File: config.mk
export PLATFORM = sky130hd
export DESIGN_NAME = rtc_core
export DESIGN_NICKNAME = d
export VERILOG_FILES = /design/src/pkg/rtc_pkg.sv /design/src/logic/rtc_core.sv
export VERILOG_INCLUDE_DIRS = /design/src /design/src/pkg
export SDC_FILE = /design/constraint.sdc
export NUM_CORES = 1
export LEC_CHECK = 0
export BUFFER_PORTS_ARGS = -buffer_cell sky130_fd_sc_hd__clkbuf_2
export CORE_MARGIN = 2
export CORE_UTILIZATION = 25
export CTS_CLUSTER_DIAMETER = 150
export DETAILED_ROUTE_END_ITERATION = 8
export PLACE_DENSITY = 0.48
export SLEW_MARGIN = 5
export SYNTH_ARGS = -nofsm -noshare
export SYNTH_HDL_FRONTEND = slang
export SYNTH_SLANG_ARGS = --single-unit
File: constraint.sdc
create_clock -name aclk -period 7.6 [get_ports aclk]
set_input_delay 1.52 -clock aclk [delete_from_list [all_inputs] [get_ports aclk]]
set_output_delay 1.52 -clock aclk [all_outputs]
set_load 0.01 [all_outputs]
File: src/pkg/rtc_regs.svh
// register offsets, field positions, reset values and timing counts of the real-time counter
`ifndef RTC_REGS_SVH
`define RTC_REGS_SVH
`define RTC_OFF_CTRL      8'h00
`define RTC_OFF_READ_REQUEST_REG   8'h04
`define RTC_OFF_EVENT_CONTROL_REG    8'h08
`define RTC_OFF_IRQFLAG   8'h0C
`define RTC_OFF_STATUS    8'h10
`define RTC_OFF_DEBUG_CONTROL_REG   8'h14
`define RTC_OFF_COUNT     8'h18
`define RTC_OFF_PERIOD    8'h1C
`define RTC_OFF_COMP0     8'h20
`define RTC_OFF_COMP1     8'h24
`define RTC_CTRL_SOFT_RESET_BIT    0
`define RTC_CTRL_EN       1
`define RTC_CTRL_MODE_LO  2
`define RTC_CTRL_HFMT     6
`define RTC_CTRL_CLR      7
`define RTC_CTRL_PSC_LO   8
`define RTC_CTRL_PROT     32'h0000_0FCC
`define RTC_FLAG_M0       0
`define RTC_FLAG_M1       1
`define RTC_FLAG_OVF      7
`define RTC_STATUS_BUSY   7
`define RTC_EVC_M0        8
`define RTC_EVC_M1        9
`define RTC_EVC_OVF       15
`define RTC_RST_WORD      32'h0000_0000
`define RTC_RST_PERIOD    16'hFFFF
`define RTC_SYNC_CYCLES   2'h3
`define RTC_PSC_MAX       4'hA
`endif

File: src/pkg/rtc_pkg.sv
// types shared by the real-time counter core
package rtc_pkg;
  typedef enum logic [1:0] {
    RTC_WIDE = 2'b00,
    RTC_HALF = 2'b01,
    RTC_CAL  = 2'b10
  } rtc_mode_type;
  typedef enum logic [1:0] {
    RTC_SYNC_CTRL  = 2'b00,
    RTC_SYNC_COUNT = 2'b01,
    RTC_SYNC_READ  = 2'b10
  } rtc_sync_type;
  typedef enum logic [3:0] {
    RTC_R_NONE    = 4'b0000,
    RTC_R_CTRL    = 4'b0001,
    RTC_R_READ_REQUEST_REG = 4'b0010,
    RTC_R_EVENT_CONTROL_REG  = 4'b0011,
    RTC_R_IRQFLAG = 4'b0100,
    RTC_R_STATUS  = 4'b0101,
    RTC_R_DEBUG_CONTROL_REG = 4'b0110,
    RTC_R_COUNT   = 4'b0111,
    RTC_R_PERIOD  = 4'b1000,
    RTC_R_COMP0   = 4'b1001,
    RTC_R_COMP1   = 4'b1010
  } rtc_reg_type;
endpackage

File: src/logic/rtc_core.sv
// real-time counter core: prescaler, three-mode counter, registers on AXI4-Lite
// Operation
// - 10-bit prescaler output drives a 32-bit counter whose meaning follows the mode.
// - modes: 32-bit counter, 16-bit counter, clock/calendar with alarm.
// - mode, prescaler, clear-on-match, hour format and event control writable only disabled.
// - protected writes while running or being enabled are dropped.
// - protected writes during a disable are held until the disable completes.
// - count rate is source rate divided by two to the prescaler field; field values above 10 divide by 2^10.
// - only power-on reset or soft reset clears the block.
// - counter runs in sleep while its source runs; flags may wake the system.
// - routed events can trigger actions without waking the processor.
// - source-clock registers pass a synchronisation step.
// - debugger halt stops the counter unless debug control says keep running.
// - write lock blocks writes except flags, read request, status, debug control.
// - debugger writes bypass the write lock.
// - periodic prescaler events plus overflow and match flags and events.
// - clear-on-match restarts the counter from zero on a compare 0 match in wide and calendar modes.
// - one 32-bit compare in wide mode, two 16-bit compares in half mode.
// - calendar keeps seconds to year, 12 or 24 hour, with leap years.
// - mode field 00 wide, 01 half, 10 calendar.
// - soft reset restores all but debug control, bus handshake state and the source synchroniser, and leaves counter disabled.
// - wide mode increments per tick, wraps all ones to zero, sets overflow.
`timescale 1ns/1ns
`include "rtc_regs.svh"
module rtc_core
  import rtc_pkg::*;
(
  input  wire logic        aclk,
  input  wire logic        aresetn,
  input  wire logic        aclken,
  input  wire logic        counter_source_clock,
  input  wire logic        debug_halt,
  input  wire logic        debugger_access,
  input  wire logic        write_lock,
  input  wire logic        s_axi_awvalid,
  output logic             s_axi_awready,
  input  wire logic [7:0]  s_axi_awaddr,
  input  wire logic        s_axi_wvalid,
  output logic             s_axi_wready,
  input  wire logic [31:0] s_axi_wdata,
  input  wire logic [3:0]  s_axi_wstrb,
  output logic             s_axi_bvalid,
  input  wire logic        s_axi_bready,
  output logic [1:0]       s_axi_bresp,
  input  wire logic        s_axi_arvalid,
  output logic             s_axi_arready,
  input  wire logic [7:0]  s_axi_araddr,
  output logic             s_axi_rvalid,
  input  wire logic        s_axi_rready,
  output logic [31:0]      s_axi_rdata,
  output logic [1:0]       s_axi_rresp,
  output logic             wake_request,
  output logic [7:0]       evt_period,
  output logic             evt_match0,
  output logic             evt_match1,
  output logic             evt_overflow
);

  function automatic rtc_reg_type reg_decode(input logic [7:0] a);
    unique case (a)
      `RTC_OFF_CTRL:    reg_decode = RTC_R_CTRL;
      `RTC_OFF_READ_REQUEST_REG: reg_decode = RTC_R_READ_REQUEST_REG;
      `RTC_OFF_EVENT_CONTROL_REG:  reg_decode = RTC_R_EVENT_CONTROL_REG;
      `RTC_OFF_IRQFLAG: reg_decode = RTC_R_IRQFLAG;
      `RTC_OFF_STATUS:  reg_decode = RTC_R_STATUS;
      `RTC_OFF_DEBUG_CONTROL_REG: reg_decode = RTC_R_DEBUG_CONTROL_REG;
      `RTC_OFF_COUNT:   reg_decode = RTC_R_COUNT;
      `RTC_OFF_PERIOD:  reg_decode = RTC_R_PERIOD;
      `RTC_OFF_COMP0:   reg_decode = RTC_R_COMP0;
      `RTC_OFF_COMP1:   reg_decode = RTC_R_COMP1;
      default:          reg_decode = RTC_R_NONE;
    endcase
  endfunction

  function automatic logic [31:0] merge(input logic [31:0] old, input logic [31:0] nw,
                                        input logic [3:0] s);
    logic [31:0] m;
    m = {{8{s[3]}}, {8{s[2]}}, {8{s[1]}}, {8{s[0]}}};
    merge = (old & ~m) | (nw & m);
  endfunction

  function automatic logic [4:0] days_in(input logic [3:0] mon, input logic leap);
    unique case (mon)
      4'h2:                   days_in = leap ? 5'h1D : 5'h1C;
      4'h4, 4'h6, 4'h9, 4'hB: days_in = 5'h1E;
      default:                days_in = 5'h1F;
    endcase
  endfunction

  // one-second step of the calendar word; msb flags the year-63 wrap
  function automatic logic [32:0] cal_step(input logic [31:0] v, input logic h12);
    logic [5:0] sec;
    logic [5:0] mnt;
    logic [4:0] hr;
    logic [4:0] day;
    logic [3:0] mon;
    logic [5:0] yr;
    logic       roll;
    logic       wrap;
    sec = v[5:0];
    mnt = v[11:6];
    hr = v[16:12];
    day = v[21:17];
    mon = v[25:22];
    yr = v[31:26];
    roll = 1'b0;
    wrap = 1'b0;
    if (sec != 6'h3B) begin
      sec = 6'(sec + 6'h1);
    end else begin
      sec = 6'h0;
      if (mnt != 6'h3B) begin
        mnt = 6'(mnt + 6'h1);
      end else begin
        mnt = 6'h0;
        if (h12) begin
          // bit 4 is the afternoon flag; 11 pm to 12 am ends the day
          if (hr[3:0] == 4'hB) begin
            roll = hr[4];
            hr = {~hr[4], 4'hC};
          end else if (hr[3:0] == 4'hC) begin
            hr = {hr[4], 4'h1};
          end else begin
            hr = 5'(hr + 5'h1);
          end
        end else if (hr == 5'h17) begin
          hr = 5'h0;
          roll = 1'b1;
        end else begin
          hr = 5'(hr + 5'h1);
        end
      end
    end
    if (roll) begin
      if (day != days_in(mon, yr[1:0] == 2'h0)) begin
        day = 5'(day + 5'h1);
      end else begin
        day = 5'h1;
        if (mon != 4'hC) begin
          mon = 4'(mon + 4'h1);
        end else begin
          mon = 4'h1;
          wrap = (yr == 6'h3F);
          yr = 6'(yr + 6'h1);
        end
      end
    end
    cal_step = {wrap, yr, mon, day, hr, mnt, sec};
  endfunction

  logic        src_meta;
  logic        src_sync;
  logic        src_prev;
  logic [9:0]  presc;
  logic        ctrl_enable;
  logic [1:0]  ctrl_mode;
  logic        ctrl_hfmt;
  logic        ctrl_clr;
  logic [3:0]  ctrl_psel;
  logic [15:0] event_control_reg;
  logic [7:0]  flags;
  logic        dbg_run;
  logic [31:0] count;
  logic [31:0] count_snap;
  logic [15:0] period;
  logic [31:0] comp0;
  logic [15:0] comp1;
  logic [1:0]  sync_cnt;
  rtc_sync_type pend_kind;
  logic [31:0] pend_data;
  logic        aw_hold;
  logic        w_hold;
  logic [7:0]  aw_addr_q;
  logic [31:0] w_data_q;
  logic [3:0]  w_strb_q;
  logic [31:0] next_count;
  logic        set_ovf;
  logic        set_m0;
  logic        set_m1;

  wire        busy = (sync_cnt != 2'h0);
  wire        sync_done = (sync_cnt == 2'h1);
  wire        ctrl_pend = busy && (pend_kind == RTC_SYNC_CTRL);
  wire        soft_apply = sync_done && ctrl_pend && pend_data[`RTC_CTRL_SOFT_RESET_BIT];
  wire        clr_all = !aresetn || soft_apply;
  wire        src_edge = src_sync && !src_prev;
  wire        run = ctrl_enable && !(debug_halt && !dbg_run);
  wire [3:0]  psel_eff = (ctrl_psel > `RTC_PSC_MAX) ? `RTC_PSC_MAX : ctrl_psel;
  wire [9:0]  psc_mask = 10'((11'h1 << psel_eff) - 11'h1);
  wire        tick = src_edge && run && ((presc & psc_mask) == psc_mask);
  wire [31:0] ctrl_word = {20'h0, ctrl_psel, ctrl_clr, ctrl_hfmt, 2'b00, ctrl_mode,
                           ctrl_enable, 1'b0};
  wire [7:0]  per_raw;

  // periodic events: prescaler bit n completes a cycle
  genvar n;
  generate
    for (n = 0; n < 8; n++) begin : g_per
      assign per_raw[n] = src_edge && run && (&presc[n:0]);
    end
  endgenerate

  // write side of the bus
  wire         wr_fire = aw_hold && w_hold && !s_axi_bvalid && !busy;
  wire rtc_reg_type wr_reg = reg_decode(aw_addr_q);
  wire         lock_exempt = (wr_reg == RTC_R_IRQFLAG) || (wr_reg == RTC_R_READ_REQUEST_REG) ||
                             (wr_reg == RTC_R_STATUS) || (wr_reg == RTC_R_DEBUG_CONTROL_REG);
  wire         wr_locked = write_lock && !debugger_access && !lock_exempt;
  wire         wr_bad = (wr_reg == RTC_R_NONE) || wr_locked;
  wire         wr_ok = wr_fire && !wr_bad;
  wire [31:0]  ctrl_new = merge(ctrl_word, w_data_q, w_strb_q);
  wire [31:0]  ctrl_keep = ctrl_enable ?
               ((ctrl_new & ~`RTC_CTRL_PROT) | (ctrl_word & `RTC_CTRL_PROT)) : ctrl_new;
  wire         wr_sync = wr_ok && ((wr_reg == RTC_R_CTRL) || (wr_reg == RTC_R_COUNT) ||
                                   (wr_reg == RTC_R_READ_REQUEST_REG));
  wire [7:0]   flag_clr = (wr_ok && wr_reg == RTC_R_IRQFLAG) ?
                          (w_data_q[7:0] & {8{w_strb_q[0]}}) : 8'h00;
  wire         evc_wr = wr_ok && (wr_reg == RTC_R_EVENT_CONTROL_REG) && !ctrl_enable;

  assign s_axi_awready = !aw_hold && !busy;
  assign s_axi_wready  = !w_hold && !busy;
  assign s_axi_arready = !s_axi_rvalid;

  // read side of the bus
  wire rtc_reg_type rd_reg = reg_decode(s_axi_araddr);
  wire [31:0]  rd_word =
    (rd_reg == RTC_R_CTRL)    ? (ctrl_pend ? pend_data : ctrl_word) :
    (rd_reg == RTC_R_EVENT_CONTROL_REG)  ? {16'h0, event_control_reg} :
    (rd_reg == RTC_R_IRQFLAG) ? {24'h0, flags} :
    (rd_reg == RTC_R_STATUS)  ? {24'h0, busy, 7'h0} :
    (rd_reg == RTC_R_DEBUG_CONTROL_REG) ? {31'h0, dbg_run} :
    (rd_reg == RTC_R_COUNT)   ? count_snap :
    (rd_reg == RTC_R_PERIOD)  ? {16'h0, period} :
    (rd_reg == RTC_R_COMP0)   ? comp0 :
    (rd_reg == RTC_R_COMP1)   ? {16'h0, comp1} : 32'h0000_0000;

  // counter step per mode
  always_comb begin
    next_count = count;
    set_ovf = 1'b0;
    set_m0 = 1'b0;
    set_m1 = 1'b0;
    if (tick) begin
      unique case (ctrl_mode)
        RTC_WIDE: begin
          set_m0 = (count == comp0);
          if (set_m0 && ctrl_clr) begin
            next_count = 32'h0000_0000;
            set_ovf = 1'b1;
          end else begin
            next_count = 32'(count + 32'h1);
            set_ovf = &count;
          end
        end
        RTC_HALF: begin
          set_m0 = (count[15:0] == comp0[15:0]);
          set_m1 = (count[15:0] == comp1);
          if (count[15:0] == period) begin
            next_count = 32'h0000_0000;
            set_ovf = 1'b1;
          end else begin
            next_count = {16'h0, 16'(count[15:0] + 16'h1)};
          end
        end
        RTC_CAL: begin
          set_m0 = (count == comp0);
          if (set_m0 && ctrl_clr) begin
            next_count = 32'h0000_0000;
            set_ovf = 1'b1;
          end else begin
            {set_ovf, next_count} = cal_step(count, ctrl_hfmt);
          end
        end
        default: ;
      endcase
    end
  end

  // source clock is another domain: two flops before use
  always_ff @(posedge aclk) begin
    if (!aresetn) begin
      src_meta <= 1'b0;
      src_sync <= 1'b0;
      src_prev <= 1'b0;
    end else if (aclken) begin
      src_meta <= counter_source_clock;
      src_sync <= src_meta;
      src_prev <= src_sync;
    end
  end

  // bus handshake state, untouched by soft reset
  always_ff @(posedge aclk) begin
    if (!aresetn) begin
      aw_hold <= 1'b0;
      w_hold <= 1'b0;
      aw_addr_q <= 8'h00;
      w_data_q <= `RTC_RST_WORD;
      w_strb_q <= 4'h0;
      s_axi_bvalid <= 1'b0;
      s_axi_bresp <= 2'b00;
      s_axi_rvalid <= 1'b0;
      s_axi_rdata <= `RTC_RST_WORD;
      s_axi_rresp <= 2'b00;
    end else if (aclken) begin
      if (s_axi_awvalid && s_axi_awready) begin
        aw_hold <= 1'b1;
        aw_addr_q <= s_axi_awaddr;
      end else if (wr_fire) begin
        aw_hold <= 1'b0;
      end
      if (s_axi_wvalid && s_axi_wready) begin
        w_hold <= 1'b1;
        w_data_q <= s_axi_wdata;
        w_strb_q <= s_axi_wstrb;
      end else if (wr_fire) begin
        w_hold <= 1'b0;
      end
      if (wr_fire) begin
        s_axi_bvalid <= 1'b1;
        s_axi_bresp <= wr_bad ? 2'b10 : 2'b00;
      end else if (s_axi_bready) begin
        s_axi_bvalid <= 1'b0;
      end
      if (s_axi_arvalid && s_axi_arready) begin
        s_axi_rvalid <= 1'b1;
        s_axi_rdata <= rd_word;
        s_axi_rresp <= (rd_reg == RTC_R_NONE) ? 2'b10 : 2'b00;
      end else if (s_axi_rready) begin
        s_axi_rvalid <= 1'b0;
      end
    end
  end

  // debug control survives soft reset
  always_ff @(posedge aclk) begin
    if (!aresetn) begin
      dbg_run <= 1'b0;
    end else if (aclken && wr_ok && wr_reg == RTC_R_DEBUG_CONTROL_REG && w_strb_q[0]) begin
      dbg_run <= w_data_q[0];
    end
  end

  // synchronisation step for control, count and read request
  always_ff @(posedge aclk) begin
    if (clr_all) begin
      sync_cnt <= 2'h0;
      pend_kind <= RTC_SYNC_CTRL;
      pend_data <= `RTC_RST_WORD;
    end else if (aclken) begin
      if (wr_sync) begin
        sync_cnt <= `RTC_SYNC_CYCLES;
        pend_kind <= (wr_reg == RTC_R_CTRL) ? RTC_SYNC_CTRL :
                     (wr_reg == RTC_R_COUNT) ? RTC_SYNC_COUNT : RTC_SYNC_READ;
        pend_data <= (wr_reg == RTC_R_CTRL) ? ctrl_keep : merge(count, w_data_q, w_strb_q);
      end else if (busy) begin
        sync_cnt <= 2'(sync_cnt - 2'h1);
      end
    end
  end

  // configuration, cleared by power-on or soft reset
  always_ff @(posedge aclk) begin
    if (clr_all) begin
      ctrl_enable <= 1'b0;
      ctrl_mode <= RTC_WIDE;
      ctrl_hfmt <= 1'b0;
      ctrl_clr <= 1'b0;
      ctrl_psel <= 4'h0;
      event_control_reg <= 16'h0000;
      period <= `RTC_RST_PERIOD;
      comp0 <= `RTC_RST_WORD;
      comp1 <= 16'h0000;
    end else if (aclken) begin
      if (sync_done && pend_kind == RTC_SYNC_CTRL) begin
        ctrl_enable <= pend_data[`RTC_CTRL_EN];
        ctrl_mode <= pend_data[`RTC_CTRL_MODE_LO +: 2];
        ctrl_hfmt <= pend_data[`RTC_CTRL_HFMT];
        ctrl_clr <= pend_data[`RTC_CTRL_CLR];
        ctrl_psel <= pend_data[`RTC_CTRL_PSC_LO +: 4];
      end
      if (evc_wr) begin
        event_control_reg <= 16'(merge({16'h0, event_control_reg}, w_data_q, w_strb_q));
      end
      if (wr_ok && wr_reg == RTC_R_PERIOD) begin
        period <= 16'(merge({16'h0, period}, w_data_q, w_strb_q));
      end
      if (wr_ok && wr_reg == RTC_R_COMP0) begin
        comp0 <= merge(comp0, w_data_q, w_strb_q);
      end
      if (wr_ok && wr_reg == RTC_R_COMP1) begin
        comp1 <= 16'(merge({16'h0, comp1}, w_data_q, w_strb_q));
      end
    end
  end

  // counting state; runs in any sleep state, only the source clock matters
  always_ff @(posedge aclk) begin
    if (clr_all) begin
      presc <= 10'h000;
      count <= `RTC_RST_WORD;
      count_snap <= `RTC_RST_WORD;
      flags <= 8'h00;
      evt_period <= 8'h00;
      evt_match0 <= 1'b0;
      evt_match1 <= 1'b0;
      evt_overflow <= 1'b0;
    end else if (aclken) begin
      if (src_edge && run) begin
        presc <= 10'(presc + 10'h1);
      end
      if (sync_done && pend_kind == RTC_SYNC_COUNT) begin
        count <= pend_data;
      end else if (tick) begin
        count <= next_count;
      end
      if (sync_done && pend_kind == RTC_SYNC_READ) begin
        count_snap <= count;
      end
      // a set in the clearing cycle wins
      flags <= (flags & ~flag_clr) |
               {set_ovf, 5'h00, set_m1, set_m0};
      evt_period <= per_raw & event_control_reg[7:0];
      evt_match0 <= set_m0 && event_control_reg[`RTC_EVC_M0];
      evt_match1 <= set_m1 && event_control_reg[`RTC_EVC_M1];
      evt_overflow <= set_ovf && event_control_reg[`RTC_EVC_OVF];
    end
  end

  assign wake_request = |flags;
endmodule // rtc_core

== Yosys cells after proc, flatten, opt, wreduce, memory -nomap -nowiden ==
Cells that the tools add are included.

* Output and inout port bits: 53
* Flip-flop bits (word level): 306

* $lt $le $gt $ge: 1
* Shifts and indexed selects: 1
* Add/subtract/negate cells: 11
* Reductions and logical operators: 114
* Bitwise logic cells: 22
* Equal/unequal tests: 66
* Muxes and demuxes: 78

{| class="wikitable"
|+ Operators by type and width
! operator !! number
|-
| $mux 32 || 15
|-
| $and 32x32->32 || 3
|-
| $or 32x32->32 || 3
|-
| $pmux 32 s3 || 1
|-
| $pmux 4 s10 || 2
|-
| $eq 8x5->1 const B || 8
|-
| $mux 5 || 12
|-
| $and 16x16->16 || 3
|-
| $eq 16x16->1 || 3
|-
| $or 16x16->16 || 3
|-
| $logic_and 1x1->1 || 44
|-
| $eq 4x3->1 const B || 10
|-
| $eq 4x4->1 const B || 10
|-
| $mux 6 || 6
|-
| $reduce_and 2->1 || 18
|-
| $add 32x1->32 const B || 1
|-
| $and 12x32->32 || 1
|-
| $eq 32x32->1 || 1
|-
| $eq 8x4->1 const B || 4
|-
| $eq 8x6->1 const B || 4
|-
| $mux 16 || 2
|-
| $not 32->32 || 1
|-
| $or 32x12->32 || 1
|-
| $reduce_and 32->1 || 1
|-
| 48 further kinds || 136
|}

== Depth between registers and ports, before layout ==
* Depth after elaboration: 19
* Depth in mapped cells: 13
* Mapped depth without buffers: 10

== Worst setup path after synthesis ==
Ideal clock, no wire load.

* Path type: input port to flip-flop
* Start point: input aclken
* End point: register pend_data[4]
* Setup time: 132 ps
* Path slack: 4086 ps
* Data arrival time: 3382 ps
* Data required time: 7468 ps
* Cell stages on the path: 10
* Path through: buf_4 nand2_1 or3_1 nor2_1 nand3_1 or2_2 buf_2 buf_2 a221oi_1 nor3_1

* Cells in the longest elaborated chain, start to end: 1

{| class="wikitable"
|+ RTL lines
! element !! line !! source
|-
| start, declared || rtc_core.sv:30 || <nowiki>input wire logic aclken,</nowiki>
|-
| $reduce_and 2->1 (no source line) || - ||
|-
| end signal, assigned || rtc_core.sv:349 || <nowiki>pend_data <= `RTC_RST_WORD;</nowiki>
|-
| end signal, assigned || rtc_core.sv:355 || <nowiki>pend_data <= (wr_reg == RTC_R_CTRL) ? ctrl_keep : merge(count, w_data_q, w_strb_q);</nowiki>
|-
| end, declared || rtc_core.sv:170 || <nowiki>logic [31:0] pend_data;</nowiki>
|}

No other way between the ends.
A chain may end at the register's enable or synchronous reset.

== Worst setup path after layout ==
* Start point: input s_axi_araddr[1]
* End point: register s_axi_rdata[2]

* Cells in the longest elaborated chain, start to end: 12
* Elaborated cells on any way between the ends: 29
* Classes of those cells: 18 x eq/ne; 10 x mux; 1 x reduce/logical

{| class="wikitable"
|+ RTL lines
! element !! line !! source
|-
| start, declared || rtc_core.sv:47 || <nowiki>input wire logic [7:0] s_axi_araddr,</nowiki>
|-
| $eq 8x6->1 (tied with other cells) || rtc_core.sv:60 || <nowiki>unique case (a)</nowiki>
|-
| $pmux 4 s10 (*) || rtc_core.sv:60 ||
|-
| $eq 4x4->1 || rtc_core.sv:235 || <nowiki>(rd_reg == RTC_R_COMP1) ? {16'h0, comp1} : 32'h0000_0000;</nowiki>
|-
| $mux 16 || rtc_core.sv:235 ||
|-
| $mux 32 || rtc_core.sv:234 || <nowiki>(rd_reg == RTC_R_COMP0) ? comp0 :</nowiki>
|-
| $mux 32 || rtc_core.sv:233 || <nowiki>(rd_reg == RTC_R_PERIOD) ? {16'h0, period} :</nowiki>
|-
| $mux 32 || rtc_core.sv:232 || <nowiki>(rd_reg == RTC_R_COUNT) ? count_snap :</nowiki>
|-
| $mux 32 || rtc_core.sv:231 || <nowiki>(rd_reg == RTC_R_DEBUG_CONTROL_REG) ? {31'h0, dbg_run} :</nowiki>
|-
| $mux 32 || rtc_core.sv:230 || <nowiki>(rd_reg == RTC_R_STATUS) ? {24'h0, busy, 7'h0} :</nowiki>
|-
| $mux 32 || rtc_core.sv:229 || <nowiki>(rd_reg == RTC_R_IRQFLAG) ? {24'h0, flags} :</nowiki>
|-
| $mux 32 || rtc_core.sv:228 || <nowiki>(rd_reg == RTC_R_EVENT_CONTROL_REG) ? {16'h0, event_control_reg} :</nowiki>
|-
| $mux 32 (*) || rtc_core.sv:227 || <nowiki>(rd_reg == RTC_R_CTRL) ? (ctrl_pend ? pend_data : ctrl_word) :</nowiki>
|-
| end signal, assigned || rtc_core.sv:303 || <nowiki>s_axi_rdata <= `RTC_RST_WORD;</nowiki>
|-
| end signal, assigned || rtc_core.sv:327 || <nowiki>s_axi_rdata <= rd_word;</nowiki>
|-
| end, declared || rtc_core.sv:50 || <nowiki>output logic [31:0] s_axi_rdata,</nowiki>
|}

Every way passes the cells marked *; elsewhere a longest branch is shown, timed or not.

==> results <==
- The post-route netlist has 12.1% of its cells at a drive strength greater than 1.
- Counting flops with an async set or reset pin after synthesis yields a share of 0%.
- Buffers inserted during clock tree synthesis total 35.
- The kind of end point of the critical path is a register.
- The cell area after technology mapping is 15700 um2.
- The synthesized netlist devotes 21.6% of its cell area to compound gates.
- Setup violations remaining at the end of the flow were counted as 0.
- The dominant register cell in the synthesized netlist is dfxtp_1.
- The number of nets with antenna violations after routing is 0.
- The flow ran to the end, and the final reports show no timing, DRC or antenna violations.
- After the first detailed-routing iteration, the DRC count stood at 1389.
- The average vias per placed instance is 5.22.
- In the finished design, the share of the clock period the worst path needs comes to 49.3%.
- The global-route wire length before repair is about 88000 um.
- The core footprint is 61800 um2.
- The adder and majority cell fraction of the synthesized area is 1.68%.
- Yosys printed 0 warnings.
- The max capacitance violation total is 0.
- The clock skew after layout is 25.1 ps.
- In this run, post-CTS hold repair placed 0 buffers.
- The layout has 6579 filler cells.
- The TritonCTS clock tree is done.
- Summed over all layers, the global routing overflow is 0.
- The headroom to the max-slew limit is about a fifth.
- The power density over the cells is 214 nW/um2.
- The cell taking the most area after synthesis is dfxtp_1.
- The clock drives 304 sinks.
- The via count of the first global-routing pass is 14.2k.
- The die height is between 200 and 300 um.
- Counting every instance in the synthesized netlist gives 1992.
- Ranked by instance count, the synthesized netlist is headed by nand2_1 (372), dfxtp_1 (304), a21oi_1 (228).
- The post-synthesis sequential area ratio is 38.9%.
- The most common cell in the synthesized netlist is nand2_1.
- Counting flops and latches in the post-synthesis netlist gives slightly above 300.
- For this design the static power due to leakage is 6.31 nW.
- The final max-slew violation count was 0.
- The library cell contributing the largest single delay on the critical path is nor4bb_4.
- The class of the tightest hold or removal check is reg -> reg.
- After routing, the total negative slack on setup checks comes to 0 ps.
- The average cell area after synthesis is just under 8 um2.
- In the final design database the tool counted 2102 nets.
- The top cell type by area accounts for between 30% and 40% of the synthesized area.
- The first detailed-routing pass ran for 8 iterations.
- The routed design could run at a clock period as short as 3740 ps.
- Wires add up to ~58000 um.
- In the post-synthesis netlist, the biggest area contributors are dfxtp_1 (39%), nand2_1 (8.9%), a21oi_1 (7.3%), nor2_1 (3.9%), mux2i_1 (2.8%).
- The width of the chip is 254 um.
- The required time at the endpoint of the critical path is between 8000 and 9000 ps.
- The clock edge transition at the registers on the reported setup and hold paths is 60 ps.
- Data arrives at the worst endpoint at 4200 ps.
- The proportion of synthesized area in mux cells is 2.82%.
- The number of antenna cells inserted is 0.
- The maximum buffer depth of the clock tree is 3.
- The layout-stage area growth over the synthesis result is 14.7%.
- The post-detailed-route DRC marker count is 0.
- The cell row count is 91.
- The final route contains 15.0k vias.
- Setup repair after global routing left no endpoint under its margin.
- The highest net fanout along the worst path is 16.
- The type of origin of the critical path is a primary input.
- The initial utilization of the core area, before any placement, comes to 25.3%.
- For this run, the total global-route usage over all layers was measured as 17.6%.
- The number of buffers inserted by post-CTS setup repair is 0.
- The number of antenna violations at the first check in global routing came to 0.
- The number of hold violations in the final report is 0.
- The post-synthesis simple-gate area fraction is about 24%.
- In the final routed layout, each cell accounts on average for 20.2 um.
- The global placer's final weighted congestion is 0.870.
- In this run, distinct cell masters in the synthesized netlist total 90.
- The number of enable-type register cells in the synthesized netlist is 0.
- The overall power is 0.00384 W.
- The worst-case IR drop observed on VDD is 0.000112 V.
- Summing the areas of all xor and xnor instances in the mapped netlist gives 4.76% of the synthesized area.
- The number of H-tree levels is 2.
- The die covers 64600 um2.
- The number of cells upsized or downsized after cts is 0.
- The actual slew at the worst max-slew pin is 1190 ps.
- The largest net degree at the start of global routing is between 90 and 100.
- The combinational family with the most area after synthesis is simple AND/OR/NAND/NOR gates.
- The achievable frequency is 0.267 GHz.
- The category of the most critical setup path is in -> reg.
- In this design, the stage delay of the slowest critical-path cell is between 1000 and 1500 ps.
- The number of top-level pins is 117.
- During placement, the flow inserted port buffers numbering 114.
- The HPWL after detailed placement is 41400 um.
- At the later pin of the worst-skew pair, clock insertion delay measures 540 ps.
- Clock tree synthesis selected as its root buffer the cell clkbuf_16.
- The critical path goes through clkbuf_2 -> or4_1 -> nor2_2 -> nor4bb_4 -> a221o_1 -> o221ai_1 -> a21oi_1.
==> power by group <==
group	total [W]	switching (W)	internal (W)	leakage, nW
combinational	0.000361	0.000253	0.000108	3.27
clock	0.00178	0.000703	0.00108	0.586
sequential	0.00170	0.0000636	0.00163	2.46
==> stage by stage <==
step | util [%] | hold slack [ps] | worst slack (ps) | instances | instance area, um2
final | 29.0 | 450 | 3860 | 2879 | 18000
after detailed placement | 27.1 | 438 | 3340 | 2817 | 16800
after global routing | 29.0 | 466 | 3640 | 2879 | 18000
after CTS | 29.0 | 448 | 3870 | 2879 | 18000
after floorplan | - | 425 | 4090 | 1993 | 15700
after global placement | 27.1 | 437 | 3360 | 2817 | 16800
==> cell families (layout without fill, tap and decap cells) <==
group	after synthesis	in the layout
AO/OA/AOI/OAI	526	526
XOR/XNOR	85	85
adder cells (fa/ha/maj)	21	21
buffers and inverters	195	244
flip-flops	304	304
multiplexers	44	44
other	1	2
AND/OR/NAND/NOR	816	816
==> final timing paths <==
check                           endpoint  slack, ps  cells past startpoint                       from
max          s_axi_rdata[2]$_SDFFE_PN0P_       3860                      7            s_axi_araddr[1]
min                flags[2]$_SDFFE_PP0P_        450                      2      flags[2]$_SDFFE_PP0P_
max reg2reg       count[17]$_SDFFE_PP0P_       4060                     11  ctrl_psel[0]$_SDFFE_PP0P_
min reg2reg        flags[2]$_SDFFE_PP0P_        450                      2      flags[2]$_SDFFE_PP0P_
==> layer usage <==
metal	track usage [%]	part of all wire [%]
met5	0	0
met4	6.05	2.9
met2	27.9	45
met1	24.6	46
met3	2.28	6.5
==> worst max-delay path, delay by kind of cell <==
kind                   cells  cell delay [ps]
AND/OR/NAND/NOR            3             1990
buffers and inverters      1               80
AO/OA/AOI/OAI              3              600
==> cell type report <==
cell class                      count  area, um2  area share [%]
Sequential cell                   304       6090            33.9
Clock inverter                     12        166           0.927
Clock buffer                       50       1020            5.71
Tap cell                          837       1050            5.83
Timing Repair Buffer              150        841            4.68
Inverter                           32        120           0.669
Multi-Input combinational cell   1494       8670            48.3
==> placed cells by master, fill, tap and decap left out, types with 18 or more instances in the layout <==
master	count
and3_1	19
buf_4	36
a222oi_1	19
xnor2_1	45
inv_1	31
a21oi_1	228
nor2_1	162
clkbuf_16	37
nand3_1	85
o22ai_1	21
a211oi_1	45
nand4_1	18
xor2_1	40
ha_1	21
a22oi_1	20
o21ai_0	65
nand2_1	371
clkbuf_2	114
dfxtp_1	304
mux2i_1	43
nor3_1	50
No activity file was read; power rests on OpenSTA's default activity.
